`config.mk`:
```
export PLATFORM = sky130hd
export DESIGN_NAME = lrt_timer
export DESIGN_NICKNAME = d
export VERILOG_FILES = /design/src/lrt_pkg.sv /design/src/lrt_timer.sv
export SDC_FILE = /design/constraint.sdc
export NUM_CORES = 1
export LEC_CHECK = 0
export ABC_AREA = 1
export BUFFER_PORTS_ARGS = -buffer_cell sky130_fd_sc_hd__buf_2
export CAP_MARGIN = 20
export CORE_ASPECT_RATIO = 1.25
export CORE_MARGIN = 2
export CORE_UTILIZATION = 25
export DETAILED_ROUTE_END_ITERATION = 8
export SYNTH_ARGS = -nofsm -noshare
export SYNTH_HDL_FRONTEND = slang
export SYNTH_SLANG_ARGS = --single-unit
export TNS_END_PERCENT = 10
```
`constraint.sdc`:
```
create_clock -name mclk -period 3 [get_ports mclk]
set_input_delay 0.3 -clock mclk [delete_from_list [all_inputs] [get_ports mclk]]
set_output_delay 0.3 -clock mclk [all_outputs]
set_load 0.03 [all_outputs]
```
`src/lrt_pkg.sv`:
```
// Purpose: shared constants and types for the long range timer counter
// Assumes: single clock domain, mclk at 10 MHz
// Notes: counter reset and start values fix the output levels
package lrt_pkg;
	localparam int LRT_CNT_W = 8;
	localparam logic [7:0] LRT_CNT_RESET = 8'hFF;
	localparam logic [7:0] LRT_CNT_START = 8'h00;
	localparam int LRT_HALF_EDGES = 128;
	localparam int LRT_MCLK_HZ = 10000000;
	localparam int LRT_MCLK_NS = 1000000000 / LRT_MCLK_HZ;
	// oscillator half period, no figure given, plain default
	localparam int LRT_OSC_HALF_NS = 500;
	localparam int LRT_OSC_HALF_CYC =
		(LRT_OSC_HALF_NS + LRT_MCLK_NS - 1) / LRT_MCLK_NS;
	localparam int LRT_OSC_W = 16;
	localparam logic [15:0] LRT_OSC_CNT_RESET = 16'h0000;
	localparam logic LRT_TBASE_RESET = 1'b1;

	typedef enum logic [1:0] {
		LRT_ST_IDLE = 2'b01,
		LRT_ST_RUN = 2'b10
	} lrt_state_t;

	typedef struct packed {
		logic trigger;
		logic clear;
	} lrt_ctl_t;
endpackage

```
`src/lrt_timer.sv`:
```
// Purpose: 8-bit timer counter with internal timebase and trigger control
// Assumes: all pin inputs synchronous to mclk
// Notes: timebase is sampled, so it must run well below mclk
//
// Function
// - reset state is entered at power up and when clear is high while trigger is low.
// - a rising trigger edge in the reset state starts counting and flips every stage.
// - at the start of a cycle both the divide-by-two and divide-by-256 outputs go low.
// - the divide-by-256 output returns high after 128 falling timebase edges.
// - a rising trigger edge starts the cycle even while clear is held high.
`timescale 1ns/1ps
module lrt_timer
	import lrt_pkg::*;
#(
	parameter int OSC_HALF = LRT_OSC_HALF_CYC
)
(
	input wire logic mclk,
	input wire logic reset,
	input wire lrt_ctl_t ctl,
	input wire logic osc_timing_pin,
	input wire logic timebase_io_in,
	output logic timebase_io_out,
	output logic timebase_io_oe,
	output logic div2_out,
	output logic div256_out
);

	lrt_state_t state;
	lrt_state_t next_state;
	logic [LRT_CNT_W-1:0] cnt;
	logic [LRT_CNT_W-1:0] next_cnt;
	logic [LRT_CNT_W-1:0] cnt_adv;
	logic [LRT_CNT_W:0] carry;
	logic trig_q;
	logic next_trig_q;
	logic tbase_q;
	logic next_tbase_q;
	logic [LRT_OSC_W-1:0] osc_cnt;
	logic [LRT_OSC_W-1:0] next_osc_cnt;
	logic osc_lvl;
	logic next_osc_lvl;
	logic next_oe;
	logic tbase_now;
	logic tbase_fall;
	logic trig_rise;
	logic go_idle;
	logic start;
	logic osc_inhibit;

	// grounded timing pin stops the oscillator and frees the pin
	assign osc_inhibit = ~osc_timing_pin;
	assign tbase_now = osc_inhibit ? timebase_io_in : osc_lvl;
	assign tbase_fall = tbase_q & ~tbase_now;
	assign trig_rise = ctl.trigger & ~trig_q;
	// trigger high blocks clear, so a held trigger keeps the cycle alive
	assign go_idle = ctl.clear & ~ctl.trigger;
	assign start = (state == LRT_ST_IDLE) & trig_rise;

	// synchronous form of the ripple chain, avoids derived clocks
	assign carry[0] = tbase_fall;
	generate
		for (genvar i = 0; i < LRT_CNT_W; i++)
		begin : g_stage
			assign cnt_adv[i] = cnt[i] ^ carry[i];
			assign carry[i+1] = carry[i] & cnt[i];
		end
	endgenerate

	always_comb
	begin
		next_state = state;
		next_cnt = cnt;
		next_trig_q = ctl.trigger;
		case (state)
			LRT_ST_IDLE:
			begin
				next_cnt = LRT_CNT_RESET;
				if (start)
				begin
					next_state = LRT_ST_RUN;
					next_cnt = ~LRT_CNT_RESET;
				end
			end
			LRT_ST_RUN:
			begin
				if (go_idle)
				begin
					next_state = LRT_ST_IDLE;
					next_cnt = LRT_CNT_RESET;
				end
				else
				begin
					next_cnt = cnt_adv;
				end
			end
			default:
			begin
				next_state = LRT_ST_IDLE;
				next_cnt = LRT_CNT_RESET;
			end
		endcase
	end

	always_ff @(posedge mclk or posedge reset)
	begin
		if (reset)
		begin
			state <= LRT_ST_IDLE;
			cnt <= LRT_CNT_RESET;
			trig_q <= 1'b0;
		end
		else
		begin
			state <= next_state;
			cnt <= next_cnt;
			trig_q <= next_trig_q;
		end
	end

	assign div2_out = cnt[0];
	assign div256_out = cnt[LRT_CNT_W-1];

	// oscillator idles in reset to save power, restarts high at trigger
	always_comb
	begin
		next_osc_cnt = osc_cnt;
		next_osc_lvl = osc_lvl;
		next_tbase_q = tbase_now;
		next_oe = ~osc_inhibit;
		if (osc_inhibit || state == LRT_ST_IDLE || start)
		begin
			next_osc_cnt = LRT_OSC_CNT_RESET;
			next_osc_lvl = LRT_TBASE_RESET;
		end
		else if (osc_cnt == LRT_OSC_W'(OSC_HALF - 1))
		begin
			next_osc_cnt = LRT_OSC_CNT_RESET;
			next_osc_lvl = ~osc_lvl;
		end
		else
		begin
			next_osc_cnt = osc_cnt + 16'h0001;
		end
		if (start)
		begin
			next_tbase_q = LRT_TBASE_RESET;
		end
	end

	always_ff @(posedge mclk or posedge reset)
	begin
		if (reset)
		begin
			osc_cnt <= LRT_OSC_CNT_RESET;
			osc_lvl <= LRT_TBASE_RESET;
			tbase_q <= LRT_TBASE_RESET;
			timebase_io_oe <= 1'b0;
		end
		else
		begin
			osc_cnt <= next_osc_cnt;
			osc_lvl <= next_osc_lvl;
			tbase_q <= next_tbase_q;
			timebase_io_oe <= next_oe;
		end
	end

	assign timebase_io_out = osc_lvl;

	// helper: falling edges seen since the cycle began
	logic [8:0] fall_cnt;
	always_ff @(posedge mclk or posedge reset)
	begin
		if (reset)
		begin
			fall_cnt <= 9'h000;
		end
		else if (start || state == LRT_ST_IDLE)
		begin
			fall_cnt <= 9'h000;
		end
		else if (tbase_fall && fall_cnt != 9'h1FF)
		begin
			fall_cnt <= fall_cnt + 9'h001;
		end
	end

	property p_enter_idle;
		@(posedge mclk) disable iff (reset)
		(state == LRT_ST_RUN && go_idle) |=>
			(state == LRT_ST_IDLE && div2_out && div256_out);
	endproperty
	a_enter_idle: assert property (p_enter_idle)
		else $error("clear with trigger low did not reach reset state");

	property p_start;
		@(posedge mclk) disable iff (reset)
		(state == LRT_ST_IDLE && trig_rise) |=>
			(state == LRT_ST_RUN && cnt == ~$past(cnt));
	endproperty
	a_start: assert property (p_start)
		else $error("trigger edge did not start and flip the chain");

	property p_outs_low;
		@(posedge mclk) disable iff (reset)
		start |=> (!div2_out && !div256_out) ##1
			(!div256_out || state == LRT_ST_IDLE);
	endproperty
	a_outs_low: assert property (p_outs_low)
		else $error("outputs not low at cycle start");

	property p_half_low;
		@(posedge mclk) disable iff (reset)
		(state == LRT_ST_RUN && fall_cnt < 9'h080) |-> !div256_out;
	endproperty
	a_half_low: assert property (p_half_low)
		else $error("divide-by-256 output high before 128 edges");

	property p_half_high;
		@(posedge mclk) disable iff (reset)
		(state == LRT_ST_RUN && fall_cnt == 9'h080) |-> div256_out;
	endproperty
	a_half_high: assert property (p_half_high)
		else $error("divide-by-256 output not high after 128 edges");

	property p_trig_wins;
		@(posedge mclk) disable iff (reset)
		(state == LRT_ST_IDLE && ctl.clear && trig_rise) |=>
			state == LRT_ST_RUN;
	endproperty
	a_trig_wins: assert property (p_trig_wins)
		else $error("clear overrode trigger");

	property p_toggle;
		@(posedge mclk) disable iff (reset)
		(state == LRT_ST_RUN && tbase_fall && !go_idle) |=>
			(div2_out != $past(div2_out));
	endproperty
	a_toggle: assert property (p_toggle)
		else $error("first stage missed a falling edge");

	property p_hold;
		@(posedge mclk) disable iff (reset)
		(state == LRT_ST_RUN && !tbase_fall && !go_idle) |=> $stable(cnt);
	endproperty
	a_hold: assert property (p_hold)
		else $error("counter moved without a falling edge");

	property p_wrap;
		@(posedge mclk) disable iff (reset)
		(state == LRT_ST_RUN && cnt == 8'hFF && tbase_fall && !go_idle) |=>
			(state == LRT_ST_RUN && cnt == 8'h00);
	endproperty
	a_wrap: assert property (p_wrap)
		else $error("free running counter did not wrap");

	property p_pin_free;
		@(posedge mclk) disable iff (reset)
		osc_inhibit |=> !timebase_io_oe;
	endproperty
	a_pin_free: assert property (p_pin_free)
		else $error("timebase pin driven while oscillator inhibited");

endmodule

```
# After elaboration in Yosys (flattened, before gate mapping)

Cells that the tools add are included.

Add/subtract/negate cells: 1
Equality and inequality tests: 5
Multiplexer cells: 12
Bitwise gates (word level): 24
Reductions and logical operators: 4

Operator list:

| cell                    | count |
|---|---|
| $mux W16                | 2 |
| $add A16 B1 Y16 const B | 1 |
| $eq A16 B3 Y1 const B   | 1 |
| $mux W8                 | 2 |
| $pmux W8 S2             | 1 |
| $and A1 B1 Y1           | 11 |
| $xor A1 B1 Y1           | 8 |
| $not A1 Y1              | 5 |
| $mux W1                 | 4 |
| $mux W2                 | 2 |
| $ne A2 B2 Y1 const B    | 2 |
| $pmux W2 S2             | 1 |
| $eq A2 B1 Y1 const B    | 1 |
| $eq A2 B2 Y1 const B    | 1 |
| $logic_or A1 B1 Y1      | 2 |
| $reduce_and A2 Y1       | 1 |
| $reduce_bool A2 Y1      | 1 |

Register bits: 30
Output and inout bits: 4

# Longest topological paths before layout

Gate-level depths: netlist of run 1.

Depth after elaboration: 13
Depth in mapped cells: 12
Gate-level depth less buffers: 12

# Least setup slack after synthesis of run 1

Ideal clock, no wire load.

Path type: reg2reg
Start point: reg osc_lvl, in the netlist timebase_io_out
End point: reg cnt[7]
Library setup time: 0.092 ns
Arrival: 2.415 ns
Setup slack: 0.493 ns
Cell stages (with the launch flop): 13
Buffers on the path: 0
Clock period less this slack: 2.507 ns
Cell sequence: dfstp_2 mux2i_1 and2_1 ha_1 ha_1 ha_1 ha_1 ha_1 ha_1 ha_1 xor2_1 o21ai_0 nand2_1

Word-level cells in the longest chain between the ends: 13

Ends and longest elaborated chain:

| item                       | RTL line         | text |
|---|---|---|
| from (decl)                | lrt_timer.sv:41  | `logic osc_lvl;` |
| from (signal assigned)     | lrt_timer.sv:163 | `osc_lvl <= next_osc_lvl;` |
| $mux W1                    | lrt_timer.sv:53  | `assign tbase_now = osc_inhibit ? timebase_io_in : osc_lvl;` |
| $not A1 Y1                 | lrt_timer.sv:54  | `assign tbase_fall = tbase_q & ~tbase_now;` |
| $and A1 B1 Y1              | lrt_timer.sv:54  |  |
| $and A1 B1 Y1 (7 in a row) | lrt_timer.sv:66  | `assign carry[i+1] = carry[i] & cnt[i];` |
| $xor A1 B1 Y1              | lrt_timer.sv:65  | `assign cnt_adv[i] = cnt[i] ^ carry[i];` |
| $mux W8                    | lrt_timer.sv:87  | `if (go_idle)` |
| $pmux W8 S2                | lrt_timer.sv:75  | `case (state)` |
| via next_cnt[7]            | lrt_timer.sv:32  | `logic [LRT_CNT_W-1:0] next_cnt;` |
| to (signal assigned)       | lrt_timer.sv:116 | `cnt <= next_cnt;` |
| to (decl)                  | lrt_timer.sv:31  | `logic [LRT_CNT_W-1:0] cnt;` |

The timed path passes the listed nets, and every way through them passes these cells.
A chain may end at the register's enable or synchronous reset.

# Final worst setup path of run 1

Ends and elaborated chain as after synthesis.

==> metrics.yaml, run 1 <==
status: "complete, no violations"
slew_viol_final: 0
tightest_slew_ps: 543
multi_input_area_um2: 793
critPathLaunchType: "flip-flop"
chipHeight_um: 94.1
synth.cell_area_um2: 1630
rows: 32
ant_nets: 0
tritoncts: "yes"
synth_seq_cells: 30
drt_iter0_markers: 14
cts_setup_buffers: 0
die_w_um: 76.1
setup_slack_ps: 511
io_pins: 10
timing.final.crit_share: 0.830
start_util: 0.260
crit_type: "flip-flop to flip-flop"
fillCellCount: 713
cts.sinks: 30
required_ps: 3180
avgRoutedWirePerCell_um: 9.78
reg2reg_slack_ps: 510
register_area_um2: 764
first_pass_iters: 4
synthTopCellsByArea: "dfrtp_1 29%, dfstp_2 18%, nand2_1 9.7%"
crit_path_max_fanout: 4
fp.dieArea_um2: 7170
clock_path_buffers: 2
wl_um: 2880
utilization: 0.306
most-common-layout-cells: "42 x nand2_1, 36 x nor2_1, 19 x dfrtp_1, 14 x inv_1"
ir_worst_vdd_v: 0.000341
globalplace.congestion: 0.725
yosysTopAreaCell: "dfrtp_1"
syn_avg_cell_area_um2: 8.60
h-tree-depth: 2
finalSetupTns_ps: 0
fin_nets: 225
root_buffer: "clkbuf_8"
cap_violations: 0
areaGrowthSynthToFinish_pct: 17.7
grt_pass1_vias: 1281
busiest_layer: "met2"
cts_resized: 0
power_mw: 1.31
max_freq_mhz: 402
reg2reg_to: "cnt[7]"
gr-usage-met2: 0.177
reg2reg_depth: 12
ys_seq_area_frac: 0.470
power_density_nw_per_um2: 684
whs_ps: 173
yosys_warnings: 0
yosys_most_used_dff: "dfrtp_1"
setup_viol: 0
netlist_instances: 189
min_path_type: "input pin to flip-flop"
dp_hpwl_um: 2150
clk_pin_slew_ps: 60
crit_path_end_kind: "flip-flop"
coreArea_um2: 6250
vias: 1221
grt_overflow: 0
holdBufCountCts: 0
hold_end: "timebase_io_oe"
maxSlewHeadroom: 0.638
finalClockSkew_ps: 7.27
synth_top_area_share: 0.293
worstReg2RegStart: "timebase_io_out"
min_path_cells: 1
diodes: 0
critical_path_arrival_ps: 2670
grt_util_met1: 0.103
grt_max_degree: 26
grt_pass1_wl_um: 5530
synth_cell_type_count: 27
period_minus_slack_ps: 2490
grt_setup_unrepaired: "no"
min_from: "osc_timing_pin"
mostFrequentLayoutCell: "nand2_1"
grt_use_met3: 0.0221
ys_async_sr_fraction: 1.00
clk_latency_ps: 280
port_buffers: 9
numCtsBuffers: 5
antenna_found_initial: 0
via_per_inst: 4.15
p_leak_nw: 0.827
grt.total_usage: 0.0963
hold_viol: 0
drc: 0
drive_gt1_frac: 0.234
dpl_worst_slack_ps: 508
synth_edf_count: 0
synth_fp_nets: 206
## cells in the mapped netlist (4+ instances only)
master	count
nand2_1	42
nand2_2	5
o21ai_0	10
nor2_4	4
xor2_1	4
dfstp_2	11
inv_1	14
nor2_1	36
ha_1	11
nand3_1	9
dfrtp_1	19
## state kept, by name, summed over array words and instances (netlist names)
| name | cells |
|---|---|
| osc_cnt | 16 |
| state | 2 |
| timebase_io_out | 1 |
| trig_q | 1 |
| tbase_q | 1 |
| cnt | 8 |
| timebase_io_oe | 1 |
## per-stage QoR
step                cell area (um^2)  instances
floorplan                       1630        189
global placement                1780        284
detailed placement              1780        284
CTS                             1880        292
global route                    1910        294
finish                          1910        294
## power breakdown
| part | internal [mW] | switching (mW) |
|---|---|---|
| Clock | 0.185 | 0.148 |
| Combinational | 0.136 | 0.248 |
| Sequential | 0.544 | 0.0467 |
## cells by family after synthesis
| kind of cell | synth area share |
|---|---|
| buf+inv | 0.0416 |
| xor+xnor | 0.0269 |
| mux | 0.00616 |
| flops | 0.470 |
| compound gates | 0.0616 |
| simple gates | 0.309 |
| fa+ha+maj | 0.0847 |
## worst max-delay path by stage
stage | startpoint | to | slack, ps | depth (start not counted)
2_1_floorplan | timebase_io_out | cnt[7] | 490 | 12
3_3_place_gp | timebase_io_out | cnt[7] | 560 | 12
3_5_place_dp | timebase_io_out | cnt[7] | 510 | 12
4_1_cts | timebase_io_out | cnt[7] | 490 | 12
5_1_grt | timebase_io_out | cnt[7] | 240 | 12
6_report | timebase_io_out | cnt[7] | 510 | 12
## area by class of cell
cell class / count / area share
flip-flops and latches: 30 / 0.400
repair buffers: 13 / 0.0510
clock buffers: 7 / 0.0451
multi-input cells: 142 / 0.415
inverters: 16 / 0.0314
well taps: 85 / 0.0556
clock inverters: 1 / 0.00262
## critical path, cell delays in order, from the launching register on
cell     delay [ps]
dfstp_2         550
mux2i_1          80
and2_1          150
ha_1            180
ha_1            180
ha_1            180
ha_1            180
ha_1            170
ha_1            170
ha_1            180
xor2_1          160
o21ai_0         140
nand2_1          70
## metal layers
layer / up-vias / routed length [um]
met5: - / 0
met3: 5 / 83
met1: 563 / 1270
li1: 639 / -
met4: 0 / 51
met2: 14 / 1480
Note: power is estimated with default switching activity, not from simulation.
==> run 2: changes to the inputs <==
- clock period: 3 -> 2.5 ns (I/O delays scaled with it)
==> metrics.yaml, run 2 (synthesis gave the netlist of run 1 again) <==
status: "complete, no violations"
p_leak_nw: 0.807
areaGrowthSynthToFinish_pct: 17.3
finalClockSkew_ps: 5.00
timing.final.crit_share: 0.950
busiest_layer: "met2"
most-common-layout-cells: "42 x nand2_1, 36 x nor2_1, 19 x dfrtp_1, 14 x inv_1, 11 x dfstp_2"
ant_nets: 0
vias: 1215
grt_use_met3: 0.0202
h-tree-depth: 2
io_pins: 10
wl_um: 2890
grt_max_degree: 31
reg2reg_to: "cnt[7]"
dp_hpwl_um: 2030
grt_overflow: 0
mostFrequentLayoutCell: "nand2_1"
port_buffers: 9
setup_slack_ps: 124
tightest_slew_ps: 595
gr-usage-met2: 0.161
fp.dieArea_um2: 7170
clk_pin_slew_ps: 60
chipHeight_um: 94.1
slowest_delay_ps: 560
largest_reg_flops: 16
drive_gt1_frac: 0.256
top_register: "osc_cnt"
drt_iter0_markers: 17
worstReg2RegStart: "timebase_io_out"
die_w_um: 76.1
fin_nets: 223
clk_latency_ps: 280
grt_util_met1: 0.104
grt_pass1_vias: 1169
power_mw: 1.67
via_per_inst: 4.16
crit_top_cell: "ha_2"
power_density_nw_per_um2: 875
drc: 0
crit_path_end_kind: "flip-flop"
root_buffer: "clkbuf_8"
hold_viol: 0
maxSlewHeadroom: 0.604
cts.sinks: 30
clock_path_buffers: 2
coreArea_um2: 6250
numCtsBuffers: 5
min_path_type: "input pin to async pin"
rows: 32
reg2reg_depth: 12
crit_type: "flip-flop to flip-flop"
antenna_found_initial: 0
grt.total_usage: 0.0920
tritoncts: "yes"
reg.largest.list: "osc_cnt (16), cnt (8), state (2)"
dpl_worst_slack_ps: 37.5
period_minus_slack_ps: 2380
cap_violations: 0
first_pass_iters: 3
reg2reg_slack_ps: 120
finalSetupTns_ps: 0
critPathLaunchType: "flip-flop"
max_freq_mhz: 421
grt_setup_unrepaired: "no"
crit_path_max_fanout: 4
required_ps: 2690
slew_viol_final: 0
globalplace.congestion: 0.811
cp_slowest_cell: "dfstp_2"
diodes: 0
critical_path_arrival_ps: 2560
start_util: 0.260
ir_worst_vdd_v: 0.000598
grt_pass1_wl_um: 5250
setup_viol: 0
crit_chain: "mux2i_2 -> and2_4 -> ha_1 -> ha_2 -> ha_1 -> ha_2 -> ha_2 -> ha_1 -> ha_2 -> xor2_1 -> o21ai_1 -> nand2_1"
fillCellCount: 697
avgRoutedWirePerCell_um: 9.89
[run 2: cell types whose count changed in the layout (fill, tap and decap cells not counted), moves of 2 or more]
cell     delta
ha_1        -4
ha_2        +4
o21ai_0     -2
o21ai_1     +2
[run 2: what timing repair did]
action	4_1_cts	5_1_grt
resized for setup	0	7
hold buffers	0	0
setup endpoints to repair	0	2
endpoints found under the hold margin	0	0
setup buffers	0	1
[run 2: critical path: cells and delay by family, from the launching register on]
kind | cells | cell delay (ps)
mux | 1 | 80
fa+ha+maj | 7 | 1170
simple gates | 2 | 200
compound gates | 1 | 110
flops | 1 | 560
xor+xnor | 1 | 150
[run 2: per-stage QoR]
| stage | utilization | instance area [um^2] | hold WS (ps) | instances |
|---|---|---|---|---|
| after detailed placement | 0.284 | 1780 | 355 | 283 |
| final | 0.305 | 1910 | 39.8 | 292 |
| after CTS | 0.301 | 1880 | 52.4 | 291 |
| after floorplan | - | 1630 | 281 | 189 |
| after global routing | 0.305 | 1910 | 102 | 292 |
| after global placement | 0.284 | 1780 | 359 | 283 |
[run 2: worst max path at each step]
| stage | slack [ps] | end | startpoint | cells past startpoint |
|---|---|---|---|---|
| finish | 120 | cnt[7] | timebase_io_out | 12 |
| global route | 10 | cnt[7] | timebase_io_out | 12 |
| CTS | 20 | cnt[7] | timebase_io_out | 12 |
| detailed placement | 40 | cnt[7] | timebase_io_out | 12 |
| global placement | 90 | cnt[7] | timebase_io_out | 12 |
| floorplan | 20 | cnt[7] | timebase_io_out | 12 |
[run 2: final cells by class]
class / count / area (um^2) / share of cell area
Clock inverter: 1 / 30.0 / 0.0157
Inverter: 16 / 60.1 / 0.0315
Clock buffer: 7 / 76.3 / 0.0400
Tap cell: 85 / 106 / 0.0558
Multi-Input combinational cell: 142 / 810 / 0.425
Sequential cell: 30 / 764 / 0.401
Timing Repair Buffer: 11 / 60.1 / 0.0315
[run 2: where the power goes]
group / switching (mW) / internal, mW / leakage [nW]
Clock: 0.177 / 0.298 / 0.0524
Combinational: 0.304 / 0.175 / 0.381
Sequential: 0.0609 / 0.654 / 0.374
Total: 0.543 / 1.13 / 0.807
[run 2: routing by layer]
| metal | share of wire | up-vias |
|---|---|---|
| met5 | 0 | - |
| met4 | 0.025 | 0 |
| met1 | 0.48 | 564 |
| met2 | 0.47 | 11 |
| met3 | 0.025 | 4 |
| li1 | - | 636 |
